==> config.mk <==
export PLATFORM = sky130hd
export DESIGN_NAME = tcm_compare_unit
export DESIGN_NICKNAME = d
export VERILOG_FILES = /design/src/design/tcm_pkg.sv /design/src/design/tcm_compare_unit.sv
export SDC_FILE = /design/constraint.sdc
export NUM_CORES = 1
export LEC_CHECK = 0
export BUFFER_PORTS_ARGS = -buffer_cell sky130_fd_sc_hd__clkbuf_2
export CAP_MARGIN = 20
export CORE_MARGIN = 4
export CORE_UTILIZATION = 40
export CTS_CLUSTER_SIZE = 8
export DETAILED_ROUTE_END_ITERATION = 6
export GPL_TIMING_DRIVEN = 0
export PLACE_DENSITY = 0.71
export SLEW_MARGIN = 15
export SYNTH_ARGS = -nofsm -noshare
export SYNTH_HDL_FRONTEND = slang
export SYNTH_SLANG_ARGS = --single-unit
==> constraint.sdc <==
create_clock -name mclk -period 1.9 [get_ports mclk]
set_input_delay 0.19 -clock mclk [delete_from_list [all_inputs] [get_ports mclk]]
set_output_delay 0.19 -clock mclk [all_outputs]
set_load 0.01 [all_outputs]
==> src/design/tcm_pkg.sv <==
// constants for the timer compare output channel
package tcm_pkg;
  // register byte offsets
  localparam logic [7:0] OFS_CTRL = 8'h00;
  localparam logic [7:0] OFS_FORCE = 8'h04;
  localparam logic [7:0] OFS_COUNT = 8'h08;
  localparam logic [7:0] OFS_COMPARE = 8'h0C;
  localparam logic [7:0] OFS_FLAGS = 8'h10;
  localparam logic [7:0] OFS_IRQEN = 8'h14;
  // field positions
  localparam int MODE_LSB = 0;
  localparam int ACTION_LSB = 2;
  localparam int FORCE_BIT = 0;
  localparam int CMPF_BIT = 0;
  localparam int OVFF_BIT = 1;
  // reset values and counter limits
  localparam logic [7:0] RST_COUNT = 8'h00;
  localparam logic [7:0] RST_COMPARE = 8'h00;
  localparam logic [7:0] CNT_MAX = 8'hFF;
  localparam logic [7:0] CNT_BOTTOM = 8'h00;
  // waveform modes
  localparam logic [1:0] WGM_NORMAL = 2'h0;
  localparam logic [1:0] WGM_PCPWM = 2'h1;
  localparam logic [1:0] WGM_CLEAR = 2'h2;
  localparam logic [1:0] WGM_FASTPWM = 2'h3;
  // output actions
  localparam logic [1:0] ACT_NONE = 2'h0;
  localparam logic [1:0] ACT_TOGGLE = 2'h1;
  localparam logic [1:0] ACT_CLEAR = 2'h2;
  localparam logic [1:0] ACT_SET = 2'h3;
endpackage

==> src/design/tcm_compare_unit.sv <==
// 8-bit timer with one compare output channel and wishbone registers
// Notes on behaviour
// - compare counter with compare value continuously
// - match flag sets one timer tick later
// - flag plus enable requests irq, ack clears
// - writing one clears match flag
// - pwm modes buffer compare, others bypass
// - cpu reaches buffer or active register
// - force strobe acts like match outside pwm modes, no flag
// - counter write blocks next tick match
// - output state kept across mode changes
// - action select takes effect immediately
// - nonzero action overrides port data value
// - action zero leaves output unchanged
// - action set/clear/toggle or pwm polarity
// - normal mode counts up and wraps
// - normal overflow flag as counter becomes zero
// - overflow flag cleared by irq service
// - clear mode restarts after equal value
// - low new compare value runs to wrap
// - toggle each match in clear mode
// - toggle frequency set by compare value
// - clear mode overflow at max to zero
// - mode three is single slope pwm
// - mode one is dual slope pwm
// - counter write beats count and clear
`timescale 1ns/1ps
`default_nettype none
module tcm_compare_unit (
  // clock and reset
  input wire logic mclk,
  input wire logic nrst,
  // wishbone slave
  input wire logic wbCyc,
  input wire logic wbStb,
  input wire logic wbWe,
  input wire logic [7:0] wbAdr,
  input wire logic [3:0] wbSel,
  input wire logic [31:0] wbDatIn,
  output logic [31:0] wbDatOut,
  output logic wbAck,
  // timer clock enable from prescaler
  input wire logic timerTick,
  // interrupt request and service
  output logic irqCompare,
  output logic irqOverflow,
  input wire logic irqCompareAck,
  input wire logic irqOverflowAck,
  // port pin
  input wire logic portData,
  input wire logic portDir,
  output logic pinOut,
  output logic pinOeN
);
  import tcm_pkg::*;

  // output action applied at a match or force
  function automatic logic actOn(input logic cur, input logic [1:0] act,
                                 input logic pwm, input logic clrPhase);
    logic res;
    res = cur;
    case (act)
      ACT_TOGGLE: res = ~cur;
      ACT_CLEAR: res = pwm ? ~clrPhase : 1'b0;
      ACT_SET: res = pwm ? clrPhase : 1'b1;
      default: res = cur;
    endcase
    return res;
  endfunction

  logic [1:0] waveMode;
  logic [1:0] actionSel;
  logic [7:0] count;
  logic [7:0] compareActive;
  logic [7:0] compareBuffer;
  logic countDown;
  logic blockMatch;
  logic matchSeen;
  logic compareFlag;
  logic overflowFlag;
  logic compareIrqEn;
  logic overflowIrqEn;
  logic outState;

  // bus decode; writes act on the acking edge
  wire busReq = wbCyc & wbStb;
  wire wrEn = busReq & wbWe & wbAck & wbSel[0];
  wire wrCtrl = wrEn & (wbAdr == OFS_CTRL);
  wire wrForce = wrEn & (wbAdr == OFS_FORCE) & wbDatIn[FORCE_BIT];
  wire wrCount = wrEn & (wbAdr == OFS_COUNT);
  wire wrCompare = wrEn & (wbAdr == OFS_COMPARE);
  wire wrFlags = wrEn & (wbAdr == OFS_FLAGS);
  wire wrIrqEn = wrEn & (wbAdr == OFS_IRQEN);

  // mode decode
  wire isPwm = waveMode[0];
  wire isPc = (waveMode == WGM_PCPWM);
  wire isFast = (waveMode == WGM_FASTPWM);
  wire isClear = (waveMode == WGM_CLEAR);

  // comparator, gated for a tick after a counter write
  wire equal = (count == compareActive);
  wire match = equal & ~blockMatch;
  wire matchEvt = timerTick & match;
  wire atMax = (count == CNT_MAX);
  wire atBottom = (count == CNT_BOTTOM);

  // next count; the counter write itself wins elsewhere
  wire [7:0] countUp = count + 8'h01;
  wire [7:0] countDn = count - 8'h01;
  wire pcTurnDown = isPc & ~countDown & atMax;
  wire pcTurnUp = isPc & countDown & atBottom;
  wire pcDownNow = (countDown & ~pcTurnUp) | pcTurnDown;
  wire [7:0] next_count =
    (isClear & equal) ? CNT_BOTTOM :
    (isPc & pcDownNow) ? countDn : countUp;

  // overflow as the counter becomes zero
  wire ovfEvt = timerTick & ~wrCount &
    (isPc ? (pcDownNow & (count == 8'h01))
          : (atMax & ~(isClear & equal)));
  wire clearMatchTop = isClear & equal & atMax;
  wire ovfSet = ovfEvt | (timerTick & ~wrCount & clearMatchTop);

  // double buffer loads at top (dual slope) or wrap (single slope)
  wire bufLoad = isPwm & timerTick & atMax;
  wire fastBottom = isFast & timerTick & atMax & actionSel[1];

  // output state next value
  wire matchOut = actOn(outState, actionSel, isPwm,
                        isFast | ~countDown);
  wire forceOut = actOn(outState, actionSel, 1'b0, 1'b0);
  wire next_outState =
    fastBottom ? (actionSel == ACT_CLEAR) :
    matchEvt ? matchOut :
    (wrForce & ~isPwm) ? forceOut : outState;

  // control registers; action select unbuffered
  always_ff @(posedge mclk or negedge nrst) begin
    if (!nrst) begin
      waveMode <= WGM_NORMAL;
      actionSel <= ACT_NONE;
      compareIrqEn <= 1'b0;
      overflowIrqEn <= 1'b0;
    end else begin
      if (wrCtrl) begin
        waveMode <= wbDatIn[MODE_LSB +: 2];
        actionSel <= wbDatIn[ACTION_LSB +: 2];
      end
      if (wrIrqEn) begin
        compareIrqEn <= wbDatIn[CMPF_BIT];
        overflowIrqEn <= wbDatIn[OVFF_BIT];
      end
    end
  end

  // counter, direction and match blocking
  always_ff @(posedge mclk or negedge nrst) begin
    if (!nrst) begin
      count <= RST_COUNT;
      countDown <= 1'b0;
      blockMatch <= 1'b0;
    end else begin
      if (wrCount) begin
        count <= wbDatIn[7:0];
      end else if (timerTick) begin
        count <= next_count;
      end
      if (timerTick) begin
        countDown <= isPc & pcDownNow; // stale direction would leak into pc
      end
      if (wrCount) begin
        blockMatch <= 1'b1;
      end else if (timerTick) begin
        blockMatch <= 1'b0;
      end
    end
  end

  // compare value: buffered in pwm, direct otherwise
  always_ff @(posedge mclk or negedge nrst) begin
    if (!nrst) begin
      compareActive <= RST_COMPARE;
      compareBuffer <= RST_COMPARE;
    end else begin
      if (wrCompare) begin
        compareBuffer <= wbDatIn[7:0];
      end
      if (wrCompare & ~isPwm) begin
        compareActive <= wbDatIn[7:0];
      end else if (bufLoad) begin
        compareActive <= compareBuffer;
      end
    end
  end

  // flags; a set in the clearing cycle wins
  always_ff @(posedge mclk or negedge nrst) begin
    if (!nrst) begin
      matchSeen <= 1'b0;
      compareFlag <= 1'b0;
      overflowFlag <= 1'b0;
    end else begin
      if (timerTick) begin
        matchSeen <= match;
      end
      if (timerTick & matchSeen) begin
        compareFlag <= 1'b1;
      end else if (irqCompareAck |
                   (wrFlags & wbDatIn[CMPF_BIT])) begin
        compareFlag <= 1'b0;
      end
      if (ovfSet) begin
        overflowFlag <= 1'b1;
      end else if (irqOverflowAck |
                   (wrFlags & wbDatIn[OVFF_BIT])) begin
        overflowFlag <= 1'b0;
      end
    end
  end

  // output state survives mode changes
  always_ff @(posedge mclk or negedge nrst) begin
    if (!nrst) begin
      outState <= 1'b0;
    end else begin
      outState <= next_outState;
    end
  end

  // read mux; unmapped offsets read zero
  wire [7:0] compareRead = isPwm ? compareBuffer : compareActive;
  wire [31:0] rdMux =
    (wbAdr == OFS_CTRL) ? {28'h0000_000, actionSel, waveMode} :
    (wbAdr == OFS_COUNT) ? {24'h0000_00, count} :
    (wbAdr == OFS_COMPARE) ? {24'h0000_00, compareRead} :
    (wbAdr == OFS_FLAGS) ? {30'h0000_0000, overflowFlag, compareFlag} :
    (wbAdr == OFS_IRQEN) ? {30'h0000_0000, overflowIrqEn, compareIrqEn} :
    32'h0000_0000;

  // single wait state answer; ack drops after one cycle
  always_ff @(posedge mclk or negedge nrst) begin
    if (!nrst) begin
      wbAck <= 1'b0;
      wbDatOut <= 32'h0000_0000;
    end else begin
      wbAck <= busReq & ~wbAck;
      if (busReq & ~wbAck & ~wbWe) begin
        wbDatOut <= rdMux;
      end
    end
  end

  // interrupt lines and pin override
  assign irqCompare = compareFlag & compareIrqEn;
  assign irqOverflow = overflowFlag & overflowIrqEn;
  assign pinOut = (actionSel != ACT_NONE) ? outState : portData;
  assign pinOeN = ~portDir;

  // tick-sampled match, kept apart from the flag path it checks
  logic chkMatchTick;
  always_ff @(posedge mclk or negedge nrst) begin
    if (!nrst) begin
      chkMatchTick <= 1'b0;
    end else if (timerTick) begin
      chkMatchTick <= equal & ~blockMatch;
    end
  end
endmodule
`default_nettype wire

# Word-level counts from Yosys, hierarchy flattened
# Cells that the tools add are included.
# W data, S select, Z words.
# totals
ff_bits	69
mem_bits_rw	0
mem_bits_ro	0
n_memories	0
latch_bits	0
# op_classes
order_cmp	0
eq_ne	14
add_sub_neg	2
shifts	0
bitwise	56
n_div	0
reduce_logical	10
mul	0
mux	27
# ops
operator	count
$mux W8	10
$and A1 B1 Y1	40
$eq A8 B4 Y1 const B	2
$eq A8 B5 Y1 const B	2
$logic_not A8 Y1	2
$mux W1	13
$not A1 Y1	11
$reduce_bool A2 Y1	5
$add A8 B1 Y8 const B	1
$eq A2 B2 Y1 const B	4
$eq A8 B1 Y1 const B	1
$eq A8 B3 Y1 const B	1
$eq A8 B8 Y1	1
$eq A8 B8 Y1 const B	1
$sub A8 B1 Y8 const B	1
$pmux W1 S3	2
$or A1 B1 Y1	5
$eq A2 B1 Y1 const B	2
$mux W2	2
$reduce_bool A4 Y1	1
$reduce_bool A3 Y1	1
$reduce_and A2 Y1	1

# Longest topological paths before layout
# Gate-level depths: netlist of the first run.
# logic_depth
depth_word	11
depth_mapped	8

# Least setup slack after synthesis of the first run
# Ideal clock, no wire load.
# synth_timing
path_type	register -> register
from	register count[0]
to	register count[6]
arrival_ns	1.825
path_stages_with_launch	9
path_buffers	1
slack_ns	-0.051
setup_time_ns	0.126
synth_period_minus_slack_ns	1.951
path_cell_list	dfrtp_1 -> clkbuf_1 -> inv_1 -> ha_1 -> nand4_1 -> o211ai_2 -> mux2i_1 -> a21o_1 -> a221o_1
# synth_via
elab_chain_cells	10
elab_cells_between_ends	16
cone_classes	add/sub: 2; eq/ne: 2; mux: 4; bitwise: 7; reduce/logical: 1
# synth_rtl
element	line	source
start, declared	tcm_compare_unit.sv:73	logic [7:0] count;
start signal, assigned	tcm_compare_unit.sv:165	count <= wbDatIn[7:0];
start signal, assigned	tcm_compare_unit.sv:167	count <= next_count;
$logic_not A8 Y1	tcm_compare_unit.sv:106	wire atBottom = (count == CNT_BOTTOM);
$and A1 B1 Y1	tcm_compare_unit.sv:112	wire pcTurnUp = isPc & countDown & atBottom;
$not A1 Y1	tcm_compare_unit.sv:113	wire pcDownNow = (countDown & ~pcTurnUp) | pcTurnDown;
$and A1 B1 Y1	tcm_compare_unit.sv:113	
$or A1 B1 Y1	tcm_compare_unit.sv:113	
$and A1 B1 Y1	tcm_compare_unit.sv:116	(isPc & pcDownNow) ? countDn : countUp;
$mux W8	tcm_compare_unit.sv:116	
$mux W8 (*)	tcm_compare_unit.sv:115	(isClear & equal) ? CNT_BOTTOM :
$mux W8 (*)	tcm_compare_unit.sv:166	end else if (timerTick) begin
$mux W8 (*)	tcm_compare_unit.sv:164	if (wrCount) begin
# Mark *: on every way between the ends. The rest lies on a longest branch, timed or not. The select of a mux whose other input is x is not followed.
# A chain may end at the register's enable or synchronous reset.

# Final worst setup path of the first run
# layout_timing
from	register count[1]
to	register count[6]
# Same word-level chain as after synthesis.

==> flow_summary.yaml, run 1 <==
worst_setup_path:
  path_cells: "buf_4 -> xnor2_2 -> nand4_1 -> nor4_4 -> or2_1 -> buf_6 -> nor3_1 -> a221o_1"
  worstPathArrival_ps: 2250
  slowest_stage: "dfrtp_2"
  required_ps: 2080
  slowest_delay_ps: 440
  critPathCaptureType: "register"
  critPathLaunchType: "register"
  setup.worst_path.class: "reg -> reg"
  cp_max_fo: 7
status:
  status: "complete, but fails checks"
  violations: "setup timing"
cts:
  numCtsBuffers: 5
  cts_root_buf: "clkbuf_8"
  cts_tree: "yes"
  clock_latency_ps: 310
  htree_num_levels: 2
  worst_setup_hold_path_clk_slew_ps: 90
  cts_sinks: 45
  clk_path_buf_depth: 2
layout:
  mostFrequentLayoutCells: "buf_4 (51), dfrtp_1 (41), clkbuf_2 (39), conb_1 (24), nor2_1 (21)"
  final_common_cell: "buf_4"
  area_delta_synth_final_pct: 35.7
  fin_util: 0.574
  finalNetCount: 468
  drive_above_1_share: 0.398
  n_antenna_cell: 0
routing:
  viasPerCell: 5.43
  ant_nets: 0
  routed_wl_mm: 8.22
  first_iter_violations: 217
  wl_per_cell_um: 16.2
  post-route-drc-count: 0
  first_pass_iters: 5
  vias: 2759
power_and_ir_drop:
  p_total_mw: 2.67
  ir_drop_mv: 0.378
  p_per_area_nw_per_um2: 670
  leakage_nw: 1.83
timing:
  skew_ps: 11.5
  rsz0062_at_grt: "true"
  setup_viol: 10
  worst_pin_slew_ps: 602
  period_share: 1.09
  slew_headroom: 0.598
  fmax_mhz: 484
  finalMaxSlewViolations: 0
  worst_slack_ps: -165
  fin_crit_ps: 2060
  hold_viol: 0
global_route:
  grt_start_max_net_pins: 25
  grt_usage: 0.176
  gr-total-overflow: 0
  grt_pass1_vias: 2562
  grt_pass1_wl_mm: 12.3
  antenna_found_initial: 0
floorplan:
  core_um2: 6940
  start_util: 0.423
  pin_count: 91
  rows: 30
  dieWidth_um: 93.7
  die_h_um: 93.7
  die_area_um2: 8780
place:
  place_ws_ps: -490
  gp_congestion: 0.882
  port_buffers: 38
  hpwl_mm: 5.26
yosys:
  netlist_area_um2: 2940
  seq_area_frac_synth: 0.383
  synth_cell_types: 55
  syn_area_per_cell_um2: 9.35
  synth_edf_count: 0
  ys_ff_latch: 45
  synthArstFlopShare: 1.00
  ys.flop_type: "dfrtp_1"
  ys_warn_count: 0
  syn_inst: 314
hold_path:
  hp-class: "in -> reg"
job:
  maxCapViolCount: 0
Yosys cell counts (all sizes together) (3+ instances only):
master | number | area, um^2
o21ai | 16 | 80.1
xnor2 | 10 | 87.6
or3 | 4 | 30.0
a21oi | 18 | 90.1
nand2 | 20 | 75.1
a21o | 7 | 52.6
nor2 | 25 | 96.4
and3 | 4 | 25.0
ha | 3 | 37.5
buf | 37 | 256
dfrtp | 45 | 1130
nor4 | 5 | 46.3
mux2 | 14 | 158
inv | 9 | 33.8
nor3 | 18 | 106
a221o | 6 | 61.3
nand3 | 10 | 50.1
a221oi | 3 | 26.3
clkbuf | 5 | 18.8
mux2i | 20 | 200
nand4 | 5 | 31.3
nand2b | 3 | 18.8
stage by stage:
| stage | hold slack, ps | cells | area [um^2] | TNS [ps] |
|---|---|---|---|---|
| after detailed placement | 222 | 472 | 3370 | -10060 |
| final | 126 | 508 | 3990 | -853 |
| after global routing | 141 | 508 | 3990 | -2160 |
| after floorplan | -106 | 337 | 3030 | -162 |
| after global placement | 431 | 471 | 3340 | -8920 |
| after CTS | 122 | 500 | 3760 | -112 |
final cells by class:
cell class                 count  area, um^2
inverter                       9        33.8
fill                         601        2960
tap                           96         120
clock buffer                   7        86.3
multi-input combinational    241        1790
sequential                    45        1130
clock inverter                 1        30.0
timing repair buffer          69         472
buffer                        40         319
critical path, delay by kind of cell (launching register included):
kind | cells | cell delay (ps)
XOR/XNOR | 1 | 120
AO/OA/AOI/OAI | 1 | 260
AND/OR/NAND/NOR | 4 | 810
buffers and inverters | 2 | 310
flip-flops | 1 | 440
power by group:
group | switching (mW) | total, mW | internal, mW
Clock | 0.333 | 0.762 | 0.429
Combinational | 0.423 | 0.815 | 0.392
Sequential | 0.0595 | 1.10 | 1.04
cell families after synthesis:
logic type      count (synthesis)  share of synthesized area
simple gates                  105                      0.190
compound gates                 64                      0.152
buf+inv                        51                      0.105
flops                          45                      0.383
mux                            34                      0.122
xor+xnor                       11                     0.0328
fa+ha+maj                       3                     0.0128
other cells                     1                    0.00128
metal layers:
metal	global-route usage	up-vias	share of wire
met5	0	-	0
met4	0.0734	0	0.036
met3	0.0353	30	0.072
met2	0.289	136	0.49
met1	0.226	1316	0.41
li1	-	1277	-
final timing paths:
path                                  from  depth (start not counted)  slack [ps]                to
worst max register to register    count[1]                          8        -160          count[6]
worst min register to register   matchSeen                          1         500         matchSeen
max in group asynchronous             nrst                          3         950       wbDatOut[5]
min in group asynchronous             nrst                          2         420  compareActive[0]
worst min-delay path            wbDatIn[7]                          3         130  compareBuffer[7]
worst max-delay path              count[1]                          8        -160          count[6]
timing repair:
action                                  in CTS  in global routing
endpoints found under the hold margin       21                  0
resized for setup                           28                 36
endpoints found under the setup margin      30                 27
buffers inserted                            20                  8
pin swaps                                   12                 17
hold buffers                                 1                  0
cloned                                       0                  1
registers in the layout (all words and copies together), names as in the netlist, 2 cells and up:
signal         flops
compareActive      8
count              8
wbDatOut           8
waveMode           2
actionSel          2
compareBuffer      8
Note: power is estimated with default switching activity, not from simulation.
==> run 2: changes to the inputs <==
--- a/config.mk
+++ b/config.mk
@@ -13,6 +13,7 @@
 export DETAILED_ROUTE_END_ITERATION = 6
 export GPL_TIMING_DRIVEN = 0
 export PLACE_DENSITY = 0.71
+export SETUP_SLACK_MARGIN = 0.5
 export SLEW_MARGIN = 15
 export SYNTH_ARGS = -nofsm -noshare
 export SYNTH_HDL_FRONTEND = slang
==> run 2 against run 1 <==
The run still ends with setup timing left; highest routed layer unchanged; die area is the same; core utilization grew 8.8 points; register-to-register slack got worse by 20 ps; count of clock-buffer cells in the layout fell by 2; sequential share of layout area decreased by 3.8 points; critical endpoint is now count[2]; via count up 9.7%; global-route usage rose by 3.4 points; wire length increased by 24%; non-clock buffer count increased by 28.
==> flow_summary.yaml, run 2 (synthesis results as in run 1) <==
routing:
  vias: 3028
  routed_wl_mm: 10.2
  route.met2.wl_mm: 5.07
  first_iter_violations: 286
  first_pass_iters: 5
  post-route-drc-count: 0
  ant_nets: 0
  wl_per_cell_um: 19.0
  viasPerCell: 5.65
  wl_met3_um: 824
  highest_layer: "met4"
  m1WireLength_mm: 3.87
power_and_ir_drop:
  ir_drop_mv: 0.287
  leakage_nw: 2.12
  p_total_mw: 2.79
  p_per_area_nw_per_um2: 607
layout:
  mostFrequentLayoutCells: "buf_4 (65), dfrtp_1 (41), clkbuf_2 (37), conb_1 (24), nand2_1 (18)"
  finalNetCount: 496
  final-seq-area_um2: 1130
  multi_input_area_um2: 2050
  area_delta_synth_final_pct: 56.5
  drive_above_1_share: 0.518
  fin_cells: 536
  fill_cells: 468
  n_antenna_cell: 0
  final_common_cell: "buf_4"
timing:
  fmax_mhz: 479
  hold_viol: 0
  holdWs_ps: 146
  period_share: 1.10
  fin_crit_ps: 2090
  setup_viol: 14
  finalMaxSlewViolations: 0
  skew_ps: 9.89
  slew_headroom: 0.383
  worst_pin_slew_ps: 924
  worst_slack_ps: -186
  setup_tns_ps: -1690
  rsz0062_at_grt: "true"
cts:
  cts_root_buf: "clkbuf_8"
  htree_num_levels: 2
  numCtsBuffers: 5
  cts_tree: "yes"
  clock_latency_ps: 310
  cts_sinks: 45
  clk_path_buf_depth: 2
  worst_setup_hold_path_clk_slew_ps: 80
global_route:
  grt_start_max_net_pins: 26
  antenna_found_initial: 0
  grt_usage: 0.210
  grt_pass1_wl_mm: 14.5
  gr-total-overflow: 0
  grt_pass1_vias: 2814
floorplan:
  core_um2: 6940
  die_area_um2: 8780
  start_util: 0.423
  rows: 30
  die_h_um: 93.7
  dieWidth_um: 93.7
  pin_count: 91
worst_setup_path:
  critPathCaptureType: "register"
  reg2reg_depth: 9
  required_ps: 2090
  path_cells: "buf_6 -> xnor2_2 -> nand4_1 -> buf_6 -> nor4_4 -> or2_1 -> buf_6 -> nor3_1 -> a221o_1"
  slowest_delay_ps: 400
  slowest_stage: "nor4_4"
  cp_max_fo: 7
  cp_num_buf_inv: 3
  worstSetupPathDepth: 9
  setup.worst_path.class: "reg -> reg"
  crit_top_cell: "buf_6"
  crit_family: "simple AND/OR/NAND/NOR gates"
  worstPathArrival_ps: 2280
  r2r_slack_ps: -190
  critPathLaunchType: "register"
hold_path:
  hp-class: "in -> reg"
  hold_depth: 3
place:
  hpwl_mm: 5.42
  dp.cells: 472
  place_ws_ps: -354
  gp_congestion: 0.843
  port_buffers: 38
status:
  violations: "setup timing"
  status: "complete, but fails checks"
job:
  maxCapViolCount: 0
-- run 2: cell count changes in the layout (fill, tap and decap cells not counted), sizes merged --
cell    change
clkbuf      -3
bufinv      +1
clkinv      +1
buf        +29
-- run 2: report_power, final --
group          internal [mW]  switching (mW)  total, mW
clock network          0.523           0.347      0.870
registers               1.04          0.0682       1.10
logic                  0.385           0.431      0.816
-- run 2: stage by stage --
step	utilization	area, um^2
floorplan	-	3090
global placement	0.489	3400
detailed placement	0.492	3420
CTS	0.623	4330
global route	0.662	4590
finish	0.662	4590
-- run 2: routing by layer --
layer,vias to the layer above,track usage
met4,0,0.0878
met2,196,0.348
met1,1457,0.271
met5,-,0
met3,46,0.0321
li1,1329,-
-- run 2: final timing paths --
kind	from	end
worst max-delay path	count[5]	count[2]
worst min-delay path	irqOverflowAck	overflowFlag
worst max register to register	count[5]	count[2]
worst min register to register	matchSeen	matchSeen
max in group asynchronous	nrst	count[1]
min in group asynchronous	nrst	compareActive[2]
-- run 2: timing repair --
action | 4_1_cts | 5_1_grt
resized for setup | 98 | 47
setup buffers | 43 | 11
hold endpoints to repair | 20 | 0
endpoints found under the setup margin | 45 | 45
cloned | 1 | 0
pin swaps | 38 | 21
hold buffers | 1 | 0
-- run 2: tightest hold or removal path: stages --
cell and delay [ps]:
clkbuf_2 70, nand3b_1 90, o21ai_1 60
-- run 2: final cells by class --
class,count,area share
plain buffers,42,0.0828
clock buffers,5,0.0150
clock inverters,3,0.0142
inverters,9,0.00735
multi-input cells,241,0.447
flip-flops and latches,45,0.246
well taps,96,0.0261
repair buffers,95,0.162
